<file path="config.mk">
export PLATFORM = sky130hd
export DESIGN_NAME = dbi_idle_fsm
export DESIGN_NICKNAME = d
export VERILOG_FILES = /design/src/pkg/dbi_pkg.sv /design/src/core/dbi_strobe_sync.sv /design/src/core/dbi_timer.sv /design/src/core/dbi_idle_fsm.sv
export VERILOG_INCLUDE_DIRS = /design/src /design/src/pkg
export SDC_FILE = /design/constraint.sdc
export NUM_CORES = 1
export LEC_CHECK = 0
export CORE_ASPECT_RATIO = 1.2
export CORE_UTILIZATION = 30
export DETAILED_ROUTE_END_ITERATION = 6
export DONT_BUFFER_PORTS = 1
export PLACE_DENSITY = 0.49
export SLEW_MARGIN = 0
export SYNTH_ARGS = -nofsm -noshare
export SYNTH_HDL_FRONTEND = slang
export SYNTH_SLANG_ARGS = --single-unit
</file>
<file path="constraint.sdc">
create_clock -name clock -period 2 [get_ports clock]
set_input_delay 0.2 -clock clock [delete_from_list [all_inputs] [get_ports clock]]
set_output_delay 0.2 -clock clock [all_outputs]
set_load 0.05 [all_outputs]
</file>
<file path="src/pkg/dbi_defines.svh">
// Purpose: Constants for the drive bus idle interrupt state machine
// Assumes: 40 MHz clock, 25 ns period
// Notes:   Times kept in their own units, cycle counts derived here
`ifndef DBI_DEFINES_SVH
`define DBI_DEFINES_SVH
`define DBI_CLK_PERIOD_NS     25
`define DBI_INTRQ_MAX_NS      400
`define DBI_INTRQ_CYC         (`DBI_INTRQ_MAX_NS / `DBI_CLK_PERIOD_NS)
`define DBI_READY_MAX_S       30
`define DBI_DIAG_MAX_S        31
`define DBI_CLK_HZ            40000000
`define DBI_READY_CYC         (`DBI_READY_MAX_S * `DBI_CLK_HZ)
`define DBI_DIAG_CYC          (`DBI_DIAG_MAX_S * `DBI_CLK_HZ)
`define DBI_CNT_W             32
`define DBI_TAG_W             5
`define DBI_CMD_W             8
`define DBI_CMD_SERVICE       8'hA2
`endif

</file>
<file path="src/pkg/dbi_pkg.sv">
// Purpose: Types for the drive bus idle interrupt state machine
// Assumes: dbi_defines.svh supplies widths
// Notes:   One-hot state codes
`include "dbi_defines.svh"
package dbi_pkg;
  typedef enum logic [8:0] {
    DBI_SEL_INT   = 9'h001,
    DBI_SEL_QUIET = 9'h002,
    DBI_NOT_SEL   = 9'h004,
    DBI_REL_INT   = 9'h008,
    DBI_REL_QUIET = 9'h010,
    DBI_SRV_INT   = 9'h020,
    DBI_SRV_QUIET = 9'h040,
    DBI_REL_NSEL  = 9'h080,
    DBI_BUSY      = 9'h100
  } dbi_state_t;

  typedef struct packed {
    logic                  status_rd;
    logic                  other_rd;
    logic                  cmd_wr;
    logic                  dev_wr;
    logic                  other_wr;
    logic                  drive_select_bit;
    logic                  interrupt_disable_bit;
    logic [`DBI_CMD_W-1:0] cmd;
  } dbi_host_t;

  typedef struct packed {
    logic                  cmd_done;
    logic                  cmd_released;
    logic                  release_flag;
    logic                  service_flag;
    logic                  ready_to_continue;
    logic                  queued_cmd;
    logic [`DBI_TAG_W-1:0] service_tag;
  } dbi_core_t;
endpackage : dbi_pkg

</file>
<file path="src/core/dbi_strobe_sync.sv">
// Purpose: Two-flop synchroniser and negation pulse for a host strobe
// Assumes: Strobe active low from the pins
// Notes:   Pulse marks strobe negation
`timescale 1ns/1ps
module dbi_strobe_sync
  import dbi_pkg::*;
(
  input  wire logic clock,
  input  wire logic rstn,
  input  wire logic strobe_n,
  output logic      negate_pulse
);
  logic s1_r;
  logic s2_r;
  logic s3_r;

  always_ff @(posedge clock or negedge rstn) begin
    if (!rstn) begin
      s1_r <= 1'b1;
      s2_r <= 1'b1;
      s3_r <= 1'b1;
    end else begin
      s1_r <= strobe_n;
      s2_r <= s1_r;
      s3_r <= s2_r;
    end
  end

  assign negate_pulse = s2_r & ~s3_r;
endmodule : dbi_strobe_sync

</file>
<file path="src/core/dbi_timer.sv">
// Purpose: Post-reset deadline counter
// Assumes: Starts on release of reset
// Notes:   Done is a level once the limit is reached
`timescale 1ns/1ps
`include "dbi_defines.svh"
module dbi_timer
  import dbi_pkg::*;
#(
  parameter logic [`DBI_CNT_W-1:0] LIMIT = 32'h0000_0010
) (
  input  wire logic clock,
  input  wire logic rstn,
  input  wire logic restart,
  output logic      done
);
  logic [`DBI_CNT_W-1:0] cnt_r;

  always_ff @(posedge clock or negedge rstn) begin
    if (!rstn) begin
      cnt_r <= '0;
    end else if (restart) begin
      cnt_r <= '0;
    end else if (cnt_r != LIMIT) begin
      cnt_r <= cnt_r + 1'b1;
    end
  end

  assign done = (cnt_r == LIMIT);
endmodule : dbi_timer

</file>
<file path="src/core/dbi_idle_fsm.sv">
// Purpose: Device bus idle state machine with interrupt handling
// Assumes: Register decode is done outside; strobes arrive as pins
// Notes:   Decisions taken on strobe negation
//
// Functional notes
// - Selected interrupting idle: busy, request zero, INTRQ on; other reads ignored.
// - Command write there clears pending, drops INTRQ, releases diag pins.
// - Status read there clears pending, drops INTRQ, goes quiet idle.
// - Setting interrupt disable there drops INTRQ and goes quiet idle.
// - Non-command writes and self-select writes keep interrupting idle.
// - Selecting the other device releases INTRQ and goes not-selected.
// - Quiet idle: flags zero, INTRQ off; device 0 enters after reset.
// - Without packet set, ready flag set within 30 s of reset.
// - Command write in quiet idle clears pending, releases diag, starts command.
// - Quiet idle keeps on other writes; selecting other device deselects.
// - Not-selected idle: flags zero, INTRQ released; device 1 after reset.
// - Without packet set, not-selected device releases diag pins within 31 s.
// - Reselection goes interrupting if pending and enabled, else quiet.
// - Released with pending, enabled, release set, service clear: released interrupting.
// - Non-queued command with queue present aborts queue and command; code pulses queue_abort_r and still starts the command.
// - Status read or command write in released interrupting clears pending.
// - Ready to continue from released interrupting goes service interrupting.
// - Released quiet: flags zero, INTRQ off; command starts, deselect moves.
// - Ready from released quiet: service interrupting if enabled, else quiet.
// - Service command loads tag, drops INTRQ, resumes the command.
`timescale 1ns/1ps
`include "dbi_defines.svh"
module dbi_idle_fsm
  import dbi_pkg::*;
#(
  parameter logic [`DBI_CNT_W-1:0] READY_CYCLES = `DBI_READY_CYC,
  parameter logic [`DBI_CNT_W-1:0] DIAG_CYCLES  = `DBI_DIAG_CYC
) (
  input  wire logic                  clock,
  input  wire logic                  rstn,
  input  wire logic                  dior_n,
  input  wire logic                  diow_n,
  input  wire dbi_host_t             host,
  input  wire dbi_core_t             core,
  input  wire logic                  soft_reset,
  input  wire logic                  is_device1,
  input  wire logic                  packet_set,
  output logic                       intrq_r,
  output logic                       intrq_oen_r,
  output logic                       busy_flag_r,
  output logic                       data_request_flag_r,
  output logic                       ready_flag_r,
  output logic                       diag_oen_r,
  output logic                       dasp_oen_r,
  output logic                       cmd_start_r,
  output logic [`DBI_CMD_W-1:0]      cmd_code_r,
  output logic                       queue_abort_r,
  output logic                       service_resume_r,
  output logic [`DBI_TAG_W-1:0]      tag_r,
  output logic [8:0]                 state_r
);
  dbi_state_t st_r;
  dbi_state_t st_nxt;
  logic       pend_r;
  logic       rd_neg;
  logic       wr_neg;
  logic       rst_entry_r;
  logic       ready_done;
  logic       diag_done;
  logic       sel_bit_me;
  logic       rd_stat;
  logic       wr_cmd;
  logic       wr_dev;
  logic       wr_other;
  logic       en;
  logic       is_service;
  logic       idle_sel;
  logic       dis_s1_r;
  logic       dis_s2_r;

  dbi_strobe_sync u_rd (
    .clock        (clock),
    .rstn         (rstn),
    .strobe_n     (dior_n),
    .negate_pulse (rd_neg)
  );

  dbi_strobe_sync u_wr (
    .clock        (clock),
    .rstn         (rstn),
    .strobe_n     (diow_n),
    .negate_pulse (wr_neg)
  );

  dbi_timer #(.LIMIT(READY_CYCLES)) u_ready (
    .clock   (clock),
    .rstn    (rstn),
    .restart (soft_reset),
    .done    (ready_done)
  );

  dbi_timer #(.LIMIT(DIAG_CYCLES)) u_diag (
    .clock   (clock),
    .rstn    (rstn),
    .restart (soft_reset),
    .done    (diag_done)
  );

  assign sel_bit_me = (host.drive_select_bit == is_device1);
  assign rd_stat    = rd_neg & host.status_rd;
  assign wr_cmd     = wr_neg & host.cmd_wr;
  assign wr_dev     = wr_neg & host.dev_wr;
  assign wr_other   = wr_neg & host.other_wr;
  assign en         = ~dis_s2_r;
  assign is_service = (host.cmd == `DBI_CMD_SERVICE);
  assign idle_sel   = (st_r == DBI_SEL_INT) | (st_r == DBI_SEL_QUIET);

  // Interrupt disable bit passes two flops
  always_ff @(posedge clock or negedge rstn) begin
    if (!rstn) begin
      dis_s1_r <= 1'b0;
      dis_s2_r <= 1'b0;
    end else begin
      dis_s1_r <= host.interrupt_disable_bit;
      dis_s2_r <= dis_s1_r;
    end
  end

  // Next state; reads other than Status are not decoded at all
  always_comb begin
    st_nxt = st_r;
    case (st_r)
      DBI_SEL_INT: begin
        if (wr_cmd)                          st_nxt = DBI_BUSY;
        else if (rd_stat || !en)             st_nxt = DBI_SEL_QUIET;
        else if (wr_dev && !sel_bit_me)      st_nxt = DBI_NOT_SEL;
        else if (wr_other)                   st_nxt = DBI_SEL_INT;
        else                                 st_nxt = DBI_SEL_INT;
      end
      DBI_SEL_QUIET: begin
        if (wr_cmd)                          st_nxt = DBI_BUSY;
        else if (wr_dev && !sel_bit_me)      st_nxt = DBI_NOT_SEL;
        else if (wr_other)                   st_nxt = DBI_SEL_QUIET;
      end
      DBI_NOT_SEL: begin
        if (wr_dev && sel_bit_me)
          st_nxt = (pend_r && en) ? DBI_SEL_INT : DBI_SEL_QUIET;
      end
      DBI_REL_INT: begin
        if (wr_cmd)                          st_nxt = DBI_BUSY;
        else if (rd_stat)                    st_nxt = DBI_REL_QUIET;
        else if (wr_dev && !sel_bit_me)      st_nxt = DBI_REL_NSEL;
        else if (core.ready_to_continue)     st_nxt = DBI_SRV_INT;
      end
      DBI_REL_QUIET: begin
        if (wr_cmd)                          st_nxt = DBI_BUSY;
        else if (wr_dev && !sel_bit_me)      st_nxt = DBI_REL_NSEL;
        else if (core.ready_to_continue)
          st_nxt = en ? DBI_SRV_INT : DBI_SRV_QUIET;
      end
      DBI_SRV_INT: begin
        if (wr_cmd)                          st_nxt = DBI_BUSY;
        else if (rd_stat)                    st_nxt = DBI_SRV_QUIET;
        else if (wr_dev && !sel_bit_me)      st_nxt = DBI_REL_NSEL;
      end
      DBI_SRV_QUIET: begin
        if (wr_cmd)                          st_nxt = DBI_BUSY;
        else if (wr_dev && !sel_bit_me)      st_nxt = DBI_REL_NSEL;
      end
      DBI_REL_NSEL: begin
        if (wr_dev && sel_bit_me) begin
          if (core.service_flag)
            st_nxt = (pend_r && en) ? DBI_SRV_INT : DBI_SRV_QUIET;
          else
            st_nxt = (pend_r && en) ? DBI_REL_INT : DBI_REL_QUIET;
        end
      end
      DBI_BUSY: begin
        if (core.cmd_done || core.cmd_released) begin
          if (core.release_flag && core.service_flag)
            st_nxt = en ? DBI_SRV_INT : DBI_SRV_QUIET;
          else if (core.release_flag)
            st_nxt = en ? DBI_REL_INT : DBI_REL_QUIET;
          else
            st_nxt = en ? DBI_SEL_INT : DBI_SEL_QUIET;
        end
      end
      default: st_nxt = DBI_SEL_QUIET;
    endcase
    // Reset entry depends on device number
    if (soft_reset || rst_entry_r) begin
      st_nxt = is_device1 ? DBI_NOT_SEL : DBI_SEL_QUIET;
    end
  end

  // State register
  always_ff @(posedge clock or negedge rstn) begin
    if (!rstn) begin
      st_r <= DBI_SEL_QUIET;
    end else begin
      st_r <= st_nxt;
    end
  end

  always_ff @(posedge clock or negedge rstn) begin
    if (!rstn) begin
      rst_entry_r <= 1'b1;
    end else begin
      rst_entry_r <= 1'b0;
    end
  end

  // Pending bit; a completion in the clear cycle wins
  always_ff @(posedge clock or negedge rstn) begin
    if (!rstn) begin
      pend_r <= 1'b0;
    end else if (core.cmd_done || core.cmd_released || core.ready_to_continue) begin
      pend_r <= 1'b1;
    end else if (soft_reset || wr_cmd || rd_stat) begin
      pend_r <= 1'b0;
    end
  end

  // INTRQ: asserted in interrupting states only, within one sync delay
  always_ff @(posedge clock or negedge rstn) begin
    if (!rstn) begin
      intrq_r     <= 1'b0;
      intrq_oen_r <= 1'b1;
    end else begin
      intrq_r     <= ((st_nxt == DBI_SEL_INT) || (st_nxt == DBI_REL_INT) ||
                      (st_nxt == DBI_SRV_INT)) && en;
      intrq_oen_r <= (st_nxt == DBI_NOT_SEL) || (st_nxt == DBI_REL_NSEL);
    end
  end

  always_ff @(posedge clock or negedge rstn) begin
    if (!rstn) begin
      busy_flag_r         <= 1'b0;
      data_request_flag_r <= 1'b0;
    end else begin
      busy_flag_r         <= (st_nxt == DBI_BUSY);
      data_request_flag_r <= 1'b0;
    end
  end

  // Ready flag after reset in plain idle, never for packet devices
  always_ff @(posedge clock or negedge rstn) begin
    if (!rstn) begin
      ready_flag_r <= 1'b0;
    end else if (soft_reset) begin
      ready_flag_r <= 1'b0;
    end else if (!packet_set && ready_done) begin
      ready_flag_r <= 1'b1;
    end
  end

  // Diagnostic pins released on command or after deadline
  always_ff @(posedge clock or negedge rstn) begin
    if (!rstn) begin
      diag_oen_r <= 1'b0;
      dasp_oen_r <= 1'b0;
    end else if (soft_reset) begin
      diag_oen_r <= 1'b0;
      dasp_oen_r <= 1'b0;
    end else begin
      if (wr_cmd && idle_sel)
        diag_oen_r <= 1'b1;
      if (wr_cmd && (st_r == DBI_SEL_INT))
        dasp_oen_r <= 1'b1;
      if (!packet_set && diag_done && (st_r == DBI_NOT_SEL)) begin
        diag_oen_r <= 1'b1;
        dasp_oen_r <= 1'b1;
      end
    end
  end

  // Command hand-off, queue abort and service tag
  always_ff @(posedge clock or negedge rstn) begin
    if (!rstn) begin
      cmd_start_r      <= 1'b0;
      cmd_code_r       <= '0;
      queue_abort_r    <= 1'b0;
      service_resume_r <= 1'b0;
      tag_r            <= '0;
    end else begin
      cmd_start_r      <= wr_cmd && (st_nxt == DBI_BUSY) && !is_service;
      queue_abort_r    <= 1'b0;
      service_resume_r <= 1'b0;
      if (wr_cmd)
        cmd_code_r <= host.cmd;
      if (wr_cmd && core.release_flag && !core.queued_cmd && !is_service)
        queue_abort_r <= 1'b1;
      if (wr_cmd && is_service &&
          ((st_r == DBI_SRV_INT) || (st_r == DBI_SRV_QUIET))) begin
        tag_r            <= core.service_tag;
        service_resume_r <= 1'b1;
      end
    end
  end

  always_ff @(posedge clock or negedge rstn) begin
    if (!rstn) begin
      state_r <= DBI_SEL_QUIET;
    end else begin
      state_r <= st_nxt;
    end
  end
endmodule : dbi_idle_fsm

</file>
==> metrics.txt <==
Final Hold Fails=105; P&R area growth vs syn=35.83%; setup_tns=-0.4097 ns; H-tree Lvls=3; min Tclk post-route=2.126 ns; nets@finish=732; VDD IR max=435.7 µV; Worst Path Max Fanout=8; vias in the first global route=4724; core box area=17710 µm²; Worst Setup Start Kind=flip-flop; Die Span Y=150.0 µm; design area=7437 µm²; top cells by area, synth=dfrtp_1 (44%), nor2_1 (6.2%), xor2_1 (5.6%); routed via count=4588; worst-path cell chain=or4b_2, nor4_4, a31oi_1, nor2_1, nor4_2, nor4b_4; Max Buffers Root-to-Sink=2; Avg WL per Cell=16.02 µm; initial drt markers=280; CP Data Arrival Time=2.39 ns; buffers added on ports=0; # clock sinks=105; Yosys top cell by area=dfrtp_1; RSZ-0062 raised after global routing=yes; Slew Limit Fails=0; max frequency=0.4703 GHz; hpwl dp=10190 µm; leakage=0.003210 µW; Tightest Pin Transition=0.5316 ns; worst skew pair latency=0.35 ns; filler cell count=1687; count of flip-flops with a built-in enable after synthesis=0; global route total overflow=0; post-route ant nets=0; status=finished with violations; DRC=12; final setup margin=-0.1262 ns; Max stage delay on crit path=0.78 ns; Clock transition at path regs=0.07 ns; Cell variety after synth=64; max_cap viols=0; initial core utilization=30.92%; Yosys warning count=0; CP max-delay cell=or4b_2; first-pass GRT wire length=24090 µm; # hold bufs at CTS=29; Clock Skews=0.008420 ns; Syn Std Cell Area=5475 µm²; CTS tree=done; number of I/O pins=65; pwr/cell area=607.6 nW/µm²; largest net degree at the start of global routing=106; hold crit path type=input pin to async pin; Yosys top cell area share=43.88%; Num CTS Buffers=9; root buffer cell=clkbuf_16; ys flop type=dfrtp_1; Pre-antenna DRT Iters=7; # setup viols final=7; Synth Instances=576; total wire length=14740 µm; failing checks=DRC, hold timing, setup timing; DP Area=6347 µm²; Synth Register Bits=105; Avg Cell Area, Syn=9.506 µm²; Final period util=106.3%; share of cells above drive strength 1=30.00%; post-synthesis sequential area ratio=48.19%; Slew HR=64.56%; die width=125.3 µm; share of flip-flops with an asynchronous set or reset=100.0%; die area=18800 µm²; worst path required time=2.26 ns; vias per cell=4.987; Ant. Diodes=0; crit path kind=flip-flop to flip-flop; CP endpoint kind=flip-flop; Total GRT Usage=16.45%; worst hold slack=-0.4650 ns; Core Rows=53; RePlAce Congestion=0.8485; initial antenna violation count=0
-- critical path, delay by kind of cell (launching register included) --
family	cells	cell delay, ns
and+or+nand+nor	5	1.47
AOI/OAI and AO/OA	1	0.09
DFF	1	0.47
-- report_power, final --
group          switching (µW)  internal (µW)  total [µW]
logic                     190            179         369
registers                 154           2180        2330
clock network             831            984        1810
-- registers in the layout, summed over array words and instances, names as in the netlist, 5 cells and up --
signal         count
cmd_code_r         8
state_r            9
tag_r              5
u_diag.cnt_r      32
u_ready.cnt_r     32
-- area by class of cell --
cell class              instances  area [µm²]  area share, %
clock inverters                 7       78.83          1.060
inverters                      19       76.32          1.026
well taps                     220       275.3          3.701
repair buffers                132        1122          15.09
flip-flops and latches        105        2646          35.58
clock buffers                   9       225.2          3.028
multi-input cells             428        3013          40.51
-- path summary, 6_finish.rpt --
| check | startpoint | to | slack [ns] | cells after the start |
|---|---|---|---|---|
| min in group clock | packet_set | ready_flag_r | 0 | 3 |
| min | rstn | service_resume_r | -0.46 | 0 |
| max reg2reg | state_r[3] | intrq_r | -0.13 | 6 |
| min reg2reg | u_rd.s1_r | u_rd.s2_r | 0.36 | 0 |
| max in group asynchronous | rstn | state_r[1] | 2.19 | 0 |
| max | state_r[3] | intrq_r | -0.13 | 6 |
-- logic make-up (layout without fill, tap and decap cells) --
family,count (synthesis),in the layout,share of synthesized area (%)
and+or+nand+nor,301,301,29.50
other,1,2,0.06849
DFF,105,105,48.19
adders and majority gates,4,4,0.9141
xor gates and xnor gates,64,64,10.24
muxes,7,7,1.394
AOI/OAI and AO/OA,50,50,6.307
buffers and inverters,44,167,3.382
-- cell usage after synthesis (4+ instances only) --
cell type and n:
a21oi_1 13, and2_1 4, and3_1 10, clkbuf_1 20
dfrtp_1 96, dfstp_2 9, ha_1 4, inv_1 19
mux2_2 5, nand2_1 59, nand3_1 34, nand4_1 18
nor2_1 90, nor2b_1 5, nor3_1 19, nor4_1 17
nor4_2 4, nor4b_1 7, o21ai_0 11, o22ai_1 4
or4_1 4, xnor2_1 29, xor2_1 35
-- cell usage in the layout, fill, tap and decap left out, types with 4 or more instances in the layout --
cell type      instances
a21oi_1               11
and2_1                 4
and3_1                 9
buf_4                 92
buf_6                 11
clkbuf_16              9
dfrtp_1               90
dfrtp_2                6
dfstp_2                9
dlygate4sd3_1         28
inv_1                 16
mux2_4                 5
nand2_1               55
nand3_1               34
nand4_1               18
nor2_1                83
nor2_2                 4
nor2b_1                4
nor3_1                16
nor4_1                11
nor4_2                 7
nor4_4                 4
o21ai_0                9
or4_4                  4
xnor2_1               28
xor2_1                34
-- metal layers --
| metal | part of all wire (%) | global-route usage (%) | up-vias |
|---|---|---|---|
| li1 | - | - | 2240 |
| met1 | 43 | 19.61 | 2219 |
| met2 | 50 | 28.99 | 101 |
| met3 | 3.9 | 3.039 | 28 |
| met4 | 3.1 | 7.134 | 0 |
| met5 | 0 | 0 | - |
-- per-stage QoR --
step | total power [µW] | instances | setup slack (ns) | hold WS, ns | utilization, %
after floorplan | 2549 | 577 | -0.3142 | -0.09559 | -
after global placement | 2637 | 863 | -0.1292 | -0.09348 | 35.85
after detailed placement | 2642 | 863 | -0.1473 | -0.09350 | 35.85
after CTS | 4543 | 910 | -0.1167 | -0.4811 | 39.74
after global routing | 4701 | 920 | -0.2189 | -0.4857 | 42.00
final | 4519 | 920 | -0.1262 | -0.4650 | 42.00
-- timing repair --
action / in CTS / in global routing
endpoints found under the hold margin: 193 / 105
gates resized for setup: 12 / 73
setup buffers: 2 / 10
pin swaps: 5 / 22
setup endpoints to repair: 17 / 44
No activity file was read; power rests on OpenSTA's default activity.
